**src/rail2_shed_pkg.sv**
```systemverilog
// Constants, register map and types shared by the rail 2 shedding register bank
package rail2_shed_pkg;
    localparam int unsigned CLK_PERIOD_NS = 4;
    localparam int unsigned DROP_WAIT_STEP_US = 1;
    localparam int unsigned DROP_WAIT_STEP_CYCLES = (DROP_WAIT_STEP_US * 1000) / CLK_PERIOD_NS;
    localparam int unsigned HOLD_STEP_US = 200;
    localparam int unsigned HOLD_OFFSET_US = 100;
    localparam int unsigned HOLD_STEP_CYCLES = (HOLD_STEP_US * 1000) / CLK_PERIOD_NS;
    localparam int unsigned HOLD_OFFSET_CYCLES = (HOLD_OFFSET_US * 1000) / CLK_PERIOD_NS;
    localparam int unsigned PERIOD_STEP_NS = 80;

    localparam int unsigned REG_COUNT = 10;
    localparam int unsigned IDX_PROTOCOL = 0;
    localparam int unsigned IDX_CAPABILITY = 1;
    localparam int unsigned IDX_SLEW = 2;
    localparam int unsigned IDX_TOLERANCE = 3;
    localparam int unsigned IDX_THRESH_PAIR = 4;
    localparam int unsigned IDX_THRESH_SINGLE = 5;
    localparam int unsigned IDX_PACING = 6;
    localparam int unsigned IDX_DROOP = 7;
    localparam int unsigned IDX_LOOP_HOLD = 8;
    localparam int unsigned IDX_EXIT = 9;

    typedef logic [7:0] command_type;
    typedef logic [15:0] word_type;
    localparam command_type REG_COMMAND [REG_COUNT] = '{
        8'hc1, 8'hc2, 8'hc3, 8'hc4, 8'hc5, 8'hc6, 8'hc7, 8'hc9, 8'hcb, 8'hcc};
    localparam word_type REG_WRITE_MASK [REG_COUNT] = '{
        16'h00ff, 16'hffff, 16'hffff, 16'h03ff, 16'hffff,
        16'h00ff, 16'h7f0f, 16'h003f, 16'hffff, 16'h0007};
    localparam word_type REG_RESET = 16'h0000;

    localparam int unsigned RAIL1_READY_BIT = 9;
    localparam int unsigned RAIL2_READY_BIT = 8;
    localparam int unsigned SHED_MODE_BIT = 8;
    localparam int unsigned DROP_WAIT_LSB = 9;
    localparam int unsigned DROP_WAIT_MSB = 14;
    localparam int unsigned HYS_MSB = 3;
    localparam int unsigned DROOP_SIGN_BIT = 5;
    localparam int unsigned DROOP_MAG_MSB = 4;
    localparam int unsigned PERIOD_ADD_BIT = 15;
    localparam int unsigned UNDERVOLT_ADD_BIT = 14;
    localparam int unsigned WINDOW_MSB = 13;
    localparam int unsigned WINDOW_LSB = 7;
    localparam int unsigned FREQ_HOLD_BIT = 6;
    localparam int unsigned PHASE_HOLD_BIT = 5;
    localparam int unsigned WINDOW_HOLD_BIT = 4;
    localparam int unsigned MIN_HOLD_MSB = 3;
    localparam int unsigned EXIT_OC_BIT = 0;
    localparam int unsigned EXIT_FS_BIT = 1;
    localparam int unsigned EXIT_UV_BIT = 2;
    localparam int unsigned APS_ENABLE_BIT = 1;

    typedef logic [1:0] phase_level_type;
    localparam phase_level_type LEVEL_DCM = 2'h0;
    localparam phase_level_type LEVEL_ONE = 2'h1;
    localparam phase_level_type LEVEL_TWO = 2'h2;
    localparam phase_level_type LEVEL_FULL = 2'h3;
endpackage

```
**src/rail2_serial_voltage_id_bus_phase_shed_config.sv**
```systemverilog
// Rail 2 serial-VID report, phase shedding and DC loop hold register bank
//
// Contract
// Reserved bits drop writes and read back as zero.
// Protocol low byte gives supported serial-VID revision, codes 01h to 08h.
// Capability high byte maps optional telemetry; 00h means mandatory only.
// Capability low byte holds load line, 0.1 milliohm per step.
// Slew register: fast rate high byte, slow rate low byte, mV/us.
// Bit 9 seeds rail 1 ready policy at zero voltage target.
// Bit 8 seeds rail 2 ready policy at zero voltage target.
// Tolerance low byte holds rail 2 tolerance band.
// Shedding settings act only while shedding mode field reads 1x.
// Pair high byte: threshold to one continuous phase, 1 A steps.
// Pair low byte: threshold to two continuous phases, 1 A steps.
// Single low byte: threshold to discontinuous single phase, 1 A steps.
// Mode bit 0 drops straight to target, 1 drops one by one.
// Six-bit wait sets microseconds between single drops in one-by-one mode.
// Four-bit hysteresis in amperes separates shedding from re-adding.
// Droop offset is sign-magnitude, bit 5 negative, 0.81 uA per step.
// Bit 15 picks low interval or direct add on period condition.
// Bit 14 picks low interval or direct add on low feedback.
// Hold loops while period deviation within window times 80 ns, not DISCONTINUOUS_CONDUCTION.
// Three enables allow holds on frequency, phase count, window excursion.
// Minimum hold is 200 us per step plus 100 us.
// Exit bits 0 to 2 leave shedding on overcurrent, frequency, low feedback.
// Shed below threshold, restore at threshold plus hysteresis.
`timescale 1ns/100ps
`default_nettype none
module rail2_serial_voltage_id_bus_phase_shed_config #(
    parameter int unsigned HOLD_STEP_CYCLE_COUNT = rail2_shed_pkg::HOLD_STEP_CYCLES,
    parameter int unsigned HOLD_OFFSET_CYCLE_COUNT = rail2_shed_pkg::HOLD_OFFSET_CYCLES
) (
    input wire logic clk,
    input wire logic rst,
    input wire logic regWrite,
    input wire logic regRead,
    input wire rail2_shed_pkg::command_type regCommand,
    input wire rail2_shed_pkg::word_type regWriteData,
    output rail2_shed_pkg::word_type regReadData,
    output logic regUnmapped,
    input wire logic [1:0] apsModeField,
    input wire logic [7:0] railCurrent,
    input wire logic overcurrentEvent,
    input wire logic frequencyLimitEvent,
    input wire logic lowFeedbackEvent,
    input wire logic [15:0] periodDeviationNs,
    input wire logic feedbackOutside,
    input wire logic periodAddRequest,
    input wire logic undervoltageAddRequest,
    input wire logic rail1VoltageZero,
    input wire logic rail2VoltageZero,
    input wire logic rail1PowerGood,
    input wire logic rail2PowerGood,
    output logic rail1ReadyOutput,
    output logic rail2ReadyOutput,
    output logic [1:0] phaseLevel,
    output logic discontinuousConduction,
    output logic phaseLevelChanged,
    output logic dcLoopHold,
    output logic addLowIntervalInsert,
    output logic droopNegative,
    output logic [4:0] droopMagnitude,
    output logic [7:0] protocolRevisionCode,
    output logic [7:0] telemetryCapability,
    output logic [7:0] loadLineValue,
    output logic [7:0] fastSlewCapability,
    output logic [7:0] slowSlewCapability,
    output logic [7:0] rail2ToleranceBand
);
    import rail2_shed_pkg::*;

    typedef struct packed {
        word_type [REG_COUNT-1:0] regs;
        word_type readData;
        logic unmapped;
        logic rail1Ready;
        logic rail2Ready;
        logic lowInsert;
        phase_level_type target;
    } bank_type;

    bank_type b_q, b_d;

    logic hit;
    logic [3:0] hitIndex;
    logic apsEnabled;
    logic shedStepMode;
    logic [5:0] dropWait;
    logic [7:0] oneThreshold;
    logic [7:0] twoThreshold;
    logic [7:0] dcmThreshold;
    logic [3:0] hysteresis;
    logic [8:0] oneRestore;
    logic [8:0] twoRestore;
    logic [8:0] dcmRestore;
    logic [8:0] currentWide;
    logic exitRequest;
    logic belowDcm;
    logic belowOne;
    logic belowTwo;
    phase_level_type seqLevel;
    logic seqChanged;

    // Command decode over the ten page-one entries
    always_comb begin
        hit = 1'b0;
        hitIndex = 4'h0;
        for (int i = 0; i < REG_COUNT; i++) begin
            if (regCommand == REG_COMMAND[i]) begin
                hit = 1'b1;
                hitIndex = 4'(i);
            end
        end
    end

    // Field views of the stored words
    always_comb begin
        apsEnabled = apsModeField[APS_ENABLE_BIT];
        shedStepMode = b_q.regs[IDX_PACING][SHED_MODE_BIT];
        dropWait = b_q.regs[IDX_PACING][DROP_WAIT_MSB:DROP_WAIT_LSB];
        hysteresis = b_q.regs[IDX_PACING][HYS_MSB:0];
        oneThreshold = b_q.regs[IDX_THRESH_PAIR][15:8];
        twoThreshold = b_q.regs[IDX_THRESH_PAIR][7:0];
        dcmThreshold = b_q.regs[IDX_THRESH_SINGLE][7:0];
        // Nine bits so threshold plus hysteresis cannot wrap past 255 A
        oneRestore = 9'(oneThreshold) + 9'(hysteresis);
        twoRestore = 9'(twoThreshold) + 9'(hysteresis);
        dcmRestore = 9'(dcmThreshold) + 9'(hysteresis);
        currentWide = 9'(railCurrent);
        exitRequest = (b_q.regs[IDX_EXIT][EXIT_OC_BIT] && overcurrentEvent)
            || (b_q.regs[IDX_EXIT][EXIT_FS_BIT] && frequencyLimitEvent)
            || (b_q.regs[IDX_EXIT][EXIT_UV_BIT] && lowFeedbackEvent);
    end

    // Shed when below a threshold, restore only once at or above threshold plus hysteresis
    always_comb begin
        if (seqLevel > LEVEL_DCM) begin
            belowDcm = currentWide < 9'(dcmThreshold);
        end else begin
            belowDcm = currentWide < dcmRestore;
        end
        if (seqLevel > LEVEL_ONE) begin
            belowOne = currentWide < 9'(oneThreshold);
        end else begin
            belowOne = currentWide < oneRestore;
        end
        if (seqLevel > LEVEL_TWO) begin
            belowTwo = currentWide < 9'(twoThreshold);
        end else begin
            belowTwo = currentWide < twoRestore;
        end
    end

    // Next state of the bank
    always_comb begin
        b_d = b_q;
        if (regWrite && hit) begin
            b_d.regs[hitIndex] = regWriteData & REG_WRITE_MASK[hitIndex];
        end
        if (regRead) begin
            // Stored words already hold zero in reserved positions
            b_d.readData = hit ? b_q.regs[hitIndex] : REG_RESET;
            b_d.unmapped = !hit;
        end
        b_d.rail1Ready = rail1PowerGood
            && (!rail1VoltageZero || b_q.regs[IDX_TOLERANCE][RAIL1_READY_BIT]);
        b_d.rail2Ready = rail2PowerGood
            && (!rail2VoltageZero || b_q.regs[IDX_TOLERANCE][RAIL2_READY_BIT]);
        if (periodAddRequest) begin
            b_d.lowInsert = !b_q.regs[IDX_LOOP_HOLD][PERIOD_ADD_BIT];
        end else if (undervoltageAddRequest) begin
            b_d.lowInsert = !b_q.regs[IDX_LOOP_HOLD][UNDERVOLT_ADD_BIT];
        end else begin
            b_d.lowInsert = 1'b0;
        end
        // Disabled shedding or an enabled exit event runs every phase
        if (!apsEnabled || exitRequest) begin
            b_d.target = LEVEL_FULL;
        end else if (belowDcm) begin
            b_d.target = LEVEL_DCM;
        end else if (belowOne) begin
            b_d.target = LEVEL_ONE;
        end else if (belowTwo) begin
            b_d.target = LEVEL_TWO;
        end else begin
            b_d.target = LEVEL_FULL;
        end
    end

    always_ff @(posedge clk or posedge rst) begin
        if (rst) begin
            b_q <= '{regs: '0, readData: REG_RESET, unmapped: 1'b0, rail1Ready: 1'b0,
                rail2Ready: 1'b0, lowInsert: 1'b0, target: LEVEL_FULL};
        end else begin
            b_q <= b_d;
        end
    end

    shed_phase_sequencer u_sequencer (
        .clk(clk),
        .rst(rst),
        .targetLevel(b_q.target),
        .stepMode(shedStepMode),
        .waitSteps(dropWait),
        .phaseLevel(seqLevel),
        .levelChanged(seqChanged)
    );

    dc_loop_hold #(
        .STEP_CYCLES(HOLD_STEP_CYCLE_COUNT),
        .OFFSET_CYCLES(HOLD_OFFSET_CYCLE_COUNT)
    ) u_hold (
        .clk(clk),
        .rst(rst),
        .periodDeviationNs(periodDeviationNs),
        .deviationWindow(b_q.regs[IDX_LOOP_HOLD][WINDOW_MSB:WINDOW_LSB]),
        .frequencyEnable(b_q.regs[IDX_LOOP_HOLD][FREQ_HOLD_BIT]),
        .phaseEnable(b_q.regs[IDX_LOOP_HOLD][PHASE_HOLD_BIT]),
        .windowEnable(b_q.regs[IDX_LOOP_HOLD][WINDOW_HOLD_BIT]),
        .minimumHold(b_q.regs[IDX_LOOP_HOLD][MIN_HOLD_MSB:0]),
        .discontinuous(discontinuousConduction),
        .phaseChanged(seqChanged),
        .feedbackOutside(feedbackOutside),
        .holdLoops(dcLoopHold)
    );

    assign regReadData = b_q.readData;
    assign regUnmapped = b_q.unmapped;
    assign rail1ReadyOutput = b_q.rail1Ready;
    assign rail2ReadyOutput = b_q.rail2Ready;
    assign phaseLevel = seqLevel;
    assign phaseLevelChanged = seqChanged;
    assign discontinuousConduction = (seqLevel == LEVEL_DCM);
    assign addLowIntervalInsert = b_q.lowInsert;
    assign droopNegative = b_q.regs[IDX_DROOP][DROOP_SIGN_BIT];
    assign droopMagnitude = b_q.regs[IDX_DROOP][DROOP_MAG_MSB:0];
    assign protocolRevisionCode = b_q.regs[IDX_PROTOCOL][7:0];
    assign telemetryCapability = b_q.regs[IDX_CAPABILITY][15:8];
    assign loadLineValue = b_q.regs[IDX_CAPABILITY][7:0];
    assign fastSlewCapability = b_q.regs[IDX_SLEW][15:8];
    assign slowSlewCapability = b_q.regs[IDX_SLEW][7:0];
    assign rail2ToleranceBand = b_q.regs[IDX_TOLERANCE][7:0];
endmodule
`default_nettype wire

```
**src/shed_phase_sequencer.sv**
```systemverilog
// Steps the rail 2 phase level toward its target, directly or one phase at a time
`timescale 1ns/100ps
`default_nettype none
module shed_phase_sequencer
    import rail2_shed_pkg::*;
(
    input wire logic clk,
    input wire logic rst,
    input wire rail2_shed_pkg::phase_level_type targetLevel,
    input wire logic stepMode,
    input wire logic [5:0] waitSteps,
    output logic [1:0] phaseLevel,
    output logic levelChanged
);
    typedef enum logic [1:0] {SEQ_IDLE = 2'b01, SEQ_WAIT = 2'b10} seq_state_type;
    typedef struct packed {
        seq_state_type state;
        phase_level_type level;
        logic [5:0] stepCount;
        logic [7:0] cycleCount;
        logic changed;
    } seq_type;
    localparam logic [7:0] STEP_LAST = 8'(DROP_WAIT_STEP_CYCLES - 1);
    seq_type s_q, s_d;

    always_comb begin
        s_d = s_q;
        s_d.changed = 1'b0;
        if (targetLevel > s_q.level) begin
            // Adding is never paced: load rises faster than a wait allows
            s_d.level = targetLevel;
            s_d.changed = 1'b1;
            s_d.state = SEQ_IDLE;
        end else if (targetLevel == s_q.level) begin
            s_d.state = SEQ_IDLE;
        end else if (!stepMode) begin
            s_d.level = targetLevel;
            s_d.changed = 1'b1;
        end else begin
            unique case (s_q.state)
                SEQ_IDLE: begin
                    s_d.level = s_q.level - 2'h1;
                    s_d.changed = 1'b1;
                    s_d.state = SEQ_WAIT;
                    s_d.stepCount = 6'h00;
                    s_d.cycleCount = 8'h00;
                end
                SEQ_WAIT: begin
                    if (s_q.stepCount == waitSteps) begin
                        s_d.state = SEQ_IDLE;
                    end else if (s_q.cycleCount == STEP_LAST) begin
                        s_d.cycleCount = 8'h00;
                        s_d.stepCount = s_q.stepCount + 6'h01;
                    end else begin
                        s_d.cycleCount = s_q.cycleCount + 8'h01;
                    end
                end
            endcase
        end
    end

    always_ff @(posedge clk or posedge rst) begin
        if (rst) begin
            s_q <= '{state: SEQ_IDLE, level: LEVEL_FULL, stepCount: 6'h00, cycleCount: 8'h00, changed: 1'b0};
        end else begin
            s_q <= s_d;
        end
    end

    assign phaseLevel = s_q.level;
    assign levelChanged = s_q.changed;
endmodule
`default_nettype wire

```
**src/dc_loop_hold.sv**
```systemverilog
// Holds the DC and current-balance loops on enabled events for a minimum time
`timescale 1ns/100ps
`default_nettype none
module dc_loop_hold
    import rail2_shed_pkg::*;
#(
    parameter int unsigned STEP_CYCLES = HOLD_STEP_CYCLES,
    parameter int unsigned OFFSET_CYCLES = HOLD_OFFSET_CYCLES
) (
    input wire logic clk,
    input wire logic rst,
    input wire logic [15:0] periodDeviationNs,
    input wire logic [6:0] deviationWindow,
    input wire logic frequencyEnable,
    input wire logic phaseEnable,
    input wire logic windowEnable,
    input wire logic [3:0] minimumHold,
    input wire logic discontinuous,
    input wire logic phaseChanged,
    input wire logic feedbackOutside,
    output logic holdLoops
);
    typedef struct packed {
        logic [19:0] count;
        logic hold;
    } hold_type;
    hold_type h_q, h_d;
    logic [15:0] windowNs;
    logic trigger;
    logic [19:0] loadCount;

    always_comb begin
        windowNs = 16'(deviationWindow) * 16'(PERIOD_STEP_NS);
        trigger = (frequencyEnable && !discontinuous && periodDeviationNs <= windowNs)
            || (phaseEnable && phaseChanged) || (windowEnable && feedbackOutside);
        loadCount = 20'(OFFSET_CYCLES + STEP_CYCLES * minimumHold);
        h_d = h_q;
        if (trigger) begin
            h_d.count = loadCount;
        end else if (h_q.count != 20'h0_0000) begin
            h_d.count = h_q.count - 20'h0_0001;
        end
        h_d.hold = trigger || (h_q.count != 20'h0_0000);
    end

    always_ff @(posedge clk or posedge rst) begin
        if (rst) begin
            h_q <= '{count: 20'h0_0000, hold: 1'b0};
        end else begin
            h_q <= h_d;
        end
    end

    assign holdLoops = h_q.hold;
endmodule
`default_nettype wire

```
**config.mk**
```make
export PLATFORM = sky130hd
export DESIGN_NAME = rail2_serial_voltage_id_bus_phase_shed_config
export DESIGN_NICKNAME = d
export VERILOG_FILES = /design/src/rail2_shed_pkg.sv /design/src/rail2_serial_voltage_id_bus_phase_shed_config.sv /design/src/shed_phase_sequencer.sv /design/src/dc_loop_hold.sv
export SDC_FILE = /design/constraint.sdc
export NUM_CORES = 1
export LEC_CHECK = 0
export BUFFER_PORTS_ARGS = -buffer_cell sky130_fd_sc_hd__buf_4
export CORE_UTILIZATION = 41
export CTS_CLUSTER_DIAMETER = 150
export DETAILED_ROUTE_END_ITERATION = 7
export MAX_ROUTING_LAYER = met4
export PLACE_DENSITY = 0.69
export SETUP_SLACK_MARGIN = 0.4
export SYNTH_ARGS = -nofsm -noshare
export SYNTH_HDL_FRONTEND = slang
export SYNTH_SLANG_ARGS = --single-unit
```
**constraint.sdc**
```tcl
create_clock -name clk -period 17.8 [get_ports clk]
set_input_delay 4.45 -clock clk [delete_from_list [all_inputs] [get_ports clk]]
set_output_delay 4.45 -clock clk [all_outputs]
set_load 0.05 [all_outputs]
```
==> impl_metrics.env <==
export IMPL_detailroute_via_count=11400
export IMPL_timing_hold_worst_class="reg -> reg"
export IMPL_layout_worst_path_cycle_share_pct=45.0
export IMPL_routedLengthMet1_um=17800
export IMPL_synth_area_leaders="sky130_fd_sc_hd__dfrtp_1, sky130_fd_sc_hd__ha_1, sky130_fd_sc_hd__nand2_1"
export IMPL_synth_area_leader_cell="sky130_fd_sc_hd__dfrtp_1"
export IMPL_dpl_instance_area_mm2=0.0149
export IMPL_synth_area_per_cell_um2=9.06
export IMPL_worstReg2RegEnd="u_hold.h_q[19]"
export IMPL_synth_enable_flop_cells=0
export IMPL_clock_skew_ns=0.0123
export IMPL_critPathKind="in -> reg"
export IMPL_setup_tns_final_ns=0
export IMPL_clkSinkCount=222
export IMPL_worst_skew_pair_late_latency_ns=0.53
export IMPL_antenna_diode_count=0
export IMPL_max_vdd_ir_drop_mv=0.0611
export IMPL_dr_wl_met2_um=18000
export IMPL_clkTransAtPathRegs_ns=0.06
export IMPL_status="completed"
export IMPL_grt_usage_pct=23.5
export IMPL_worst_r2r_path_depth=14
export IMPL_cts_root_buffer_cell="sky130_fd_sc_hd__clkbuf_16"
export IMPL_met3_wirelength_um=3020
export IMPL_post_syn_area_mm2=0.0140
export IMPL_clockPowerShare_pct=37.3
export IMPL_worst_slew_margin_rel_pct=23.1
export IMPL_synth_cell_type_count=76
export IMPL_min_delay_start="b_q[149]"
export IMPL_dominantRegCellSynth="sky130_fd_sc_hd__dfrtp_1"
export IMPL_die_area_mm2=0.0348
export IMPL_worstMarginPinSlew_ns=1.15
export IMPL_antenna_found_initial=0
export IMPL_routed_top_layer="met4"
export IMPL_drv_slew=0
export IMPL_nFillCells=3266
export IMPL_p_per_area_mw_per_mm2=83.9
export IMPL_grt_pass1_vias=11200
export IMPL_design_area_mm2=0.0156
export IMPL_cp_max_fo=53
export IMPL_cts_hold_buffers_added=0
export IMPL_reg2reg_slack_ns=13.92
export IMPL_post_synth_inst_count=1540
export IMPL_setup_violations_final=0
export IMPL_timing_critical_path_from="regCommand[3]"
export IMPL_min_period_ns=8.01
export IMPL_place_gp_congestion=0.899
export IMPL_post_route_cells_drive_above_1_share_pct=16.4
export IMPL_max_freq_mhz=125
export IMPL_worst_ep_arrival_time_ns=8.42
export IMPL_timing_critical_path_to_type="flip-flop"
export IMPL_chipHeight_um=186
export IMPL_maxCapViolations=0
export IMPL_sw_frac_of_total_pct=30.8
export IMPL_design_portCount=143
export IMPL_detail_route_iter0_violations=886
export IMPL_cellLeakagePower_nw=7.11
export IMPL_clock_tree_from_tritoncts="built"
export IMPL_yosysWarningCount=0
export IMPL_cts_repair_resize_count=0
export IMPL_1st_pass_router_iterations=5
export IMPL_overflow=0
export IMPL_total_area_of_multi_input_combinational_cells_mm2=0.00726
export IMPL_hpwl_um=29000
export IMPL_power_internal_mw=0.908
export IMPL_routed_wl_um=39900
export IMPL_cts_buffers_inserted=25
export IMPL_syn_nets=1717
export IMPL_timing_hold_worst_path_depth=2
export IMPL_port_buffers=141
export IMPL_starting_density_pct=41.6
export IMPL_die_width_um=186
export IMPL_grt_setup_unrepaired="false"
export IMPL_min_delay_worst_endpoint="b_q[149]"
export IMPL_rows=67
export IMPL_cts_setup_buffers=0
export IMPL_cts_htree_levels=1
export IMPL_power_net_switching_mw=0.405
export IMPL_ff_latch_area_mm2=0.00556
export IMPL_drc=0
export IMPL_clk_path_buf_depth=3
export IMPL_avgRoutedWirePerCell_um=19.5
export IMPL_pwr_share_comb_pct=19.3
export IMPL_worst_setup_path_start_kind="input pin"
export IMPL_drt_antenna_violating_nets=0
export IMPL_synth_async_reset_ratio_pct=100
export IMPL_finalNetCount=1760
export IMPL_timing_hold_violations_final=0
export IMPL_synth_seq_cells=222
export IMPL_worst_ep_required_time_ns=18.21
export IMPL_synth_top_area_share_pct=38.9
export IMPL_seq_power_share_pct=43.4
export IMPL_reg2reg_from="b_q[159]"
export IMPL_grt_start_max_net_pins=80
export IMPL_standard_cell_core_area_mm2=0.0335
export IMPL_synth_seq_area_share_pct=39.9
export IMPL_grt_first_pass_wirelength_um=62900
export IMPL_synthToLayoutAreaGrowth_pct=12.2
export IMPL_viasPerCell=5.55
==> per-stage QoR <==
stage          hold WS (ns)  std cells  util, %  power (mW)  setup WS, ns
3_3_place_gp          0.456       2004     44.4       0.822          9.35
6_report              0.477       2049     46.7        1.31          9.79
5_1_grt               0.505       2049     46.7        1.37          9.57
2_1_floorplan         0.445       1540        -       0.758          7.28
4_1_cts               0.479       2049     46.7        1.32          9.84
3_5_place_dp          0.465       2004     44.4       0.832          9.32
==> routing by layer <==
layer  global-route usage, %  vias to the layer above
li1                        -                     5387
met1                    31.4                     5516
met2                    36.4                      405
met3                    4.55                       65
met4                    6.24                        0
met5                       -                        -
==> cells in the mapped netlist, types with 8 or more instances <==
| library cell | instances |
|---|---|
| sky130_fd_sc_hd__nand2_1 | 262 |
| sky130_fd_sc_hd__dfrtp_1 | 217 |
| sky130_fd_sc_hd__o21ai_0 | 179 |
| sky130_fd_sc_hd__ha_1 | 109 |
| sky130_fd_sc_hd__inv_1 | 88 |
| sky130_fd_sc_hd__buf_4 | 72 |
| sky130_fd_sc_hd__nor2_1 | 55 |
| sky130_fd_sc_hd__clkbuf_1 | 51 |
| sky130_fd_sc_hd__a21oi_1 | 48 |
| sky130_fd_sc_hd__nand3_1 | 48 |
| sky130_fd_sc_hd__xnor2_1 | 44 |
| sky130_fd_sc_hd__mux2_2 | 33 |
| sky130_fd_sc_hd__mux2i_1 | 27 |
| sky130_fd_sc_hd__xor2_1 | 27 |
| sky130_fd_sc_hd__a31oi_1 | 22 |
| sky130_fd_sc_hd__a21o_1 | 19 |
| sky130_fd_sc_hd__nand2b_1 | 19 |
| sky130_fd_sc_hd__a32o_1 | 15 |
| sky130_fd_sc_hd__a32oi_1 | 15 |
| sky130_fd_sc_hd__nor2b_1 | 14 |
| sky130_fd_sc_hd__nor3_1 | 14 |
| sky130_fd_sc_hd__buf_2 | 11 |
| sky130_fd_sc_hd__nor4_1 | 11 |
| sky130_fd_sc_hd__o21a_1 | 10 |
| sky130_fd_sc_hd__a211oi_1 | 9 |
| sky130_fd_sc_hd__o211ai_1 | 9 |
| sky130_fd_sc_hd__o31ai_1 | 8 |
==> worst max-delay path, stage by stage <==
cell                       delay (ns)
sky130_fd_sc_hd__buf_4           0.17
sky130_fd_sc_hd__nand2b_1        0.18
sky130_fd_sc_hd__nor2_1          0.20
sky130_fd_sc_hd__nor2_2          0.06
sky130_fd_sc_hd__buf_4           0.26
sky130_fd_sc_hd__nor2_2          0.12
sky130_fd_sc_hd__buf_4           0.29
sky130_fd_sc_hd__inv_2           0.44
sky130_fd_sc_hd__ha_1            0.41
sky130_fd_sc_hd__a21oi_1         0.11
sky130_fd_sc_hd__o21ai_0         0.08
sky130_fd_sc_hd__a221oi_1        0.78
sky130_fd_sc_hd__nand2_1         0.51
sky130_fd_sc_hd__o21ai_0         0.33
==> power by group through the flow <==
| stage | clock network [mW] | registers (mW) | logic, mW |
|---|---|---|---|
| after floorplan | 0 | 0.575 | 0.183 |
| after global placement | 0 | 0.576 | 0.246 |
| after detailed placement | 0 | 0.578 | 0.254 |
| after CTS | 0.494 | 0.569 | 0.256 |
| after global routing | 0.512 | 0.574 | 0.284 |
| final | 0.490 | 0.569 | 0.254 |
==> worst max-delay path by stage <==
stage	slack [ns]	cells past startpoint	to
floorplan	7.28	1	addLowIntervalInsert
global placement	9.35	14	b_q[143]
detailed placement	9.32	14	fastSlewCapability[1]
CTS	9.84	14	b_q[31]
global route	9.57	14	b_q[31]
finish	9.79	14	b_q[31]
==> registers in the layout, indices dropped and copies added, names as in the netlist <==
| signal | flops |
|---|---|
| telemetryCapability | 8 |
| rail2ToleranceBand | 8 |
| droopMagnitude | 5 |
| u_sequencer.phaseLevel | 2 |
| fastSlewCapability | 8 |
| protocolRevisionCode | 8 |
| u_sequencer.s_q | 16 |
| addLowIntervalInsert | 1 |
| regReadData | 16 |
| loadLineValue | 8 |
| u_hold.holdLoops | 1 |
| b_q | 108 |
| slowSlewCapability | 8 |
| rail2ReadyOutput | 1 |
| regUnmapped | 1 |
| u_sequencer.levelChanged | 1 |
| u_hold.h_q | 20 |
| rail1ReadyOutput | 1 |
| droopNegative | 1 |
==> cell families after synthesis <==
family / synth area share (%)
multiplexers: 4.60
AO/OA/AOI/OAI: 17.3
AND/OR/NAND/NOR: 14.9
flip-flops: 39.9
XOR/XNOR: 4.81
adder cells (fa/ha/maj): 10.3
buffers and inverters: 8.14
==> area by class of cell <==
cell class	count	area share (%)
Multi-Input combinational cell	1091	46.4
Timing Repair Buffer	154	7.39
Clock inverter	10	0.392
Sequential cell	222	35.5
Inverter	89	2.18
Tap cell	448	3.58
Clock buffer	35	4.49
==> layout by cell type (no fill, tap or decap), types with 5 or more instances in the layout <==
master / count
sky130_fd_sc_hd__o211ai_1: 9
sky130_fd_sc_hd__nand2_1: 262
sky130_fd_sc_hd__dfstp_2: 5
sky130_fd_sc_hd__clkbuf_1: 6
sky130_fd_sc_hd__nor2_2: 5
sky130_fd_sc_hd__and3_1: 6
sky130_fd_sc_hd__ha_1: 109
sky130_fd_sc_hd__o2bb2ai_1: 7
sky130_fd_sc_hd__mux2i_1: 27
sky130_fd_sc_hd__buf_4: 154
sky130_fd_sc_hd__mux2_2: 33
sky130_fd_sc_hd__clkinv_2: 6
sky130_fd_sc_hd__nor2_1: 53
sky130_fd_sc_hd__o21ai_0: 179
sky130_fd_sc_hd__xnor2_1: 44
sky130_fd_sc_hd__nand3_1: 48
sky130_fd_sc_hd__clkbuf_16: 25
sky130_fd_sc_hd__o31ai_1: 8
sky130_fd_sc_hd__a32o_1: 15
sky130_fd_sc_hd__dfrtp_1: 217
sky130_fd_sc_hd__nor2b_1: 14
sky130_fd_sc_hd__a21o_1: 19
sky130_fd_sc_hd__a31oi_1: 22
sky130_fd_sc_hd__a211oi_1: 8
sky130_fd_sc_hd__a21oi_1: 48
sky130_fd_sc_hd__o21a_1: 10
sky130_fd_sc_hd__a32oi_1: 15
sky130_fd_sc_hd__inv_1: 87
sky130_fd_sc_hd__nand2b_1: 19
sky130_fd_sc_hd__nor3_1: 14
sky130_fd_sc_hd__nor4_1: 11
sky130_fd_sc_hd__nand4_1: 5
sky130_fd_sc_hd__or4_1: 7
sky130_fd_sc_hd__xor2_1: 27
(Power assumes the default switching activity.)
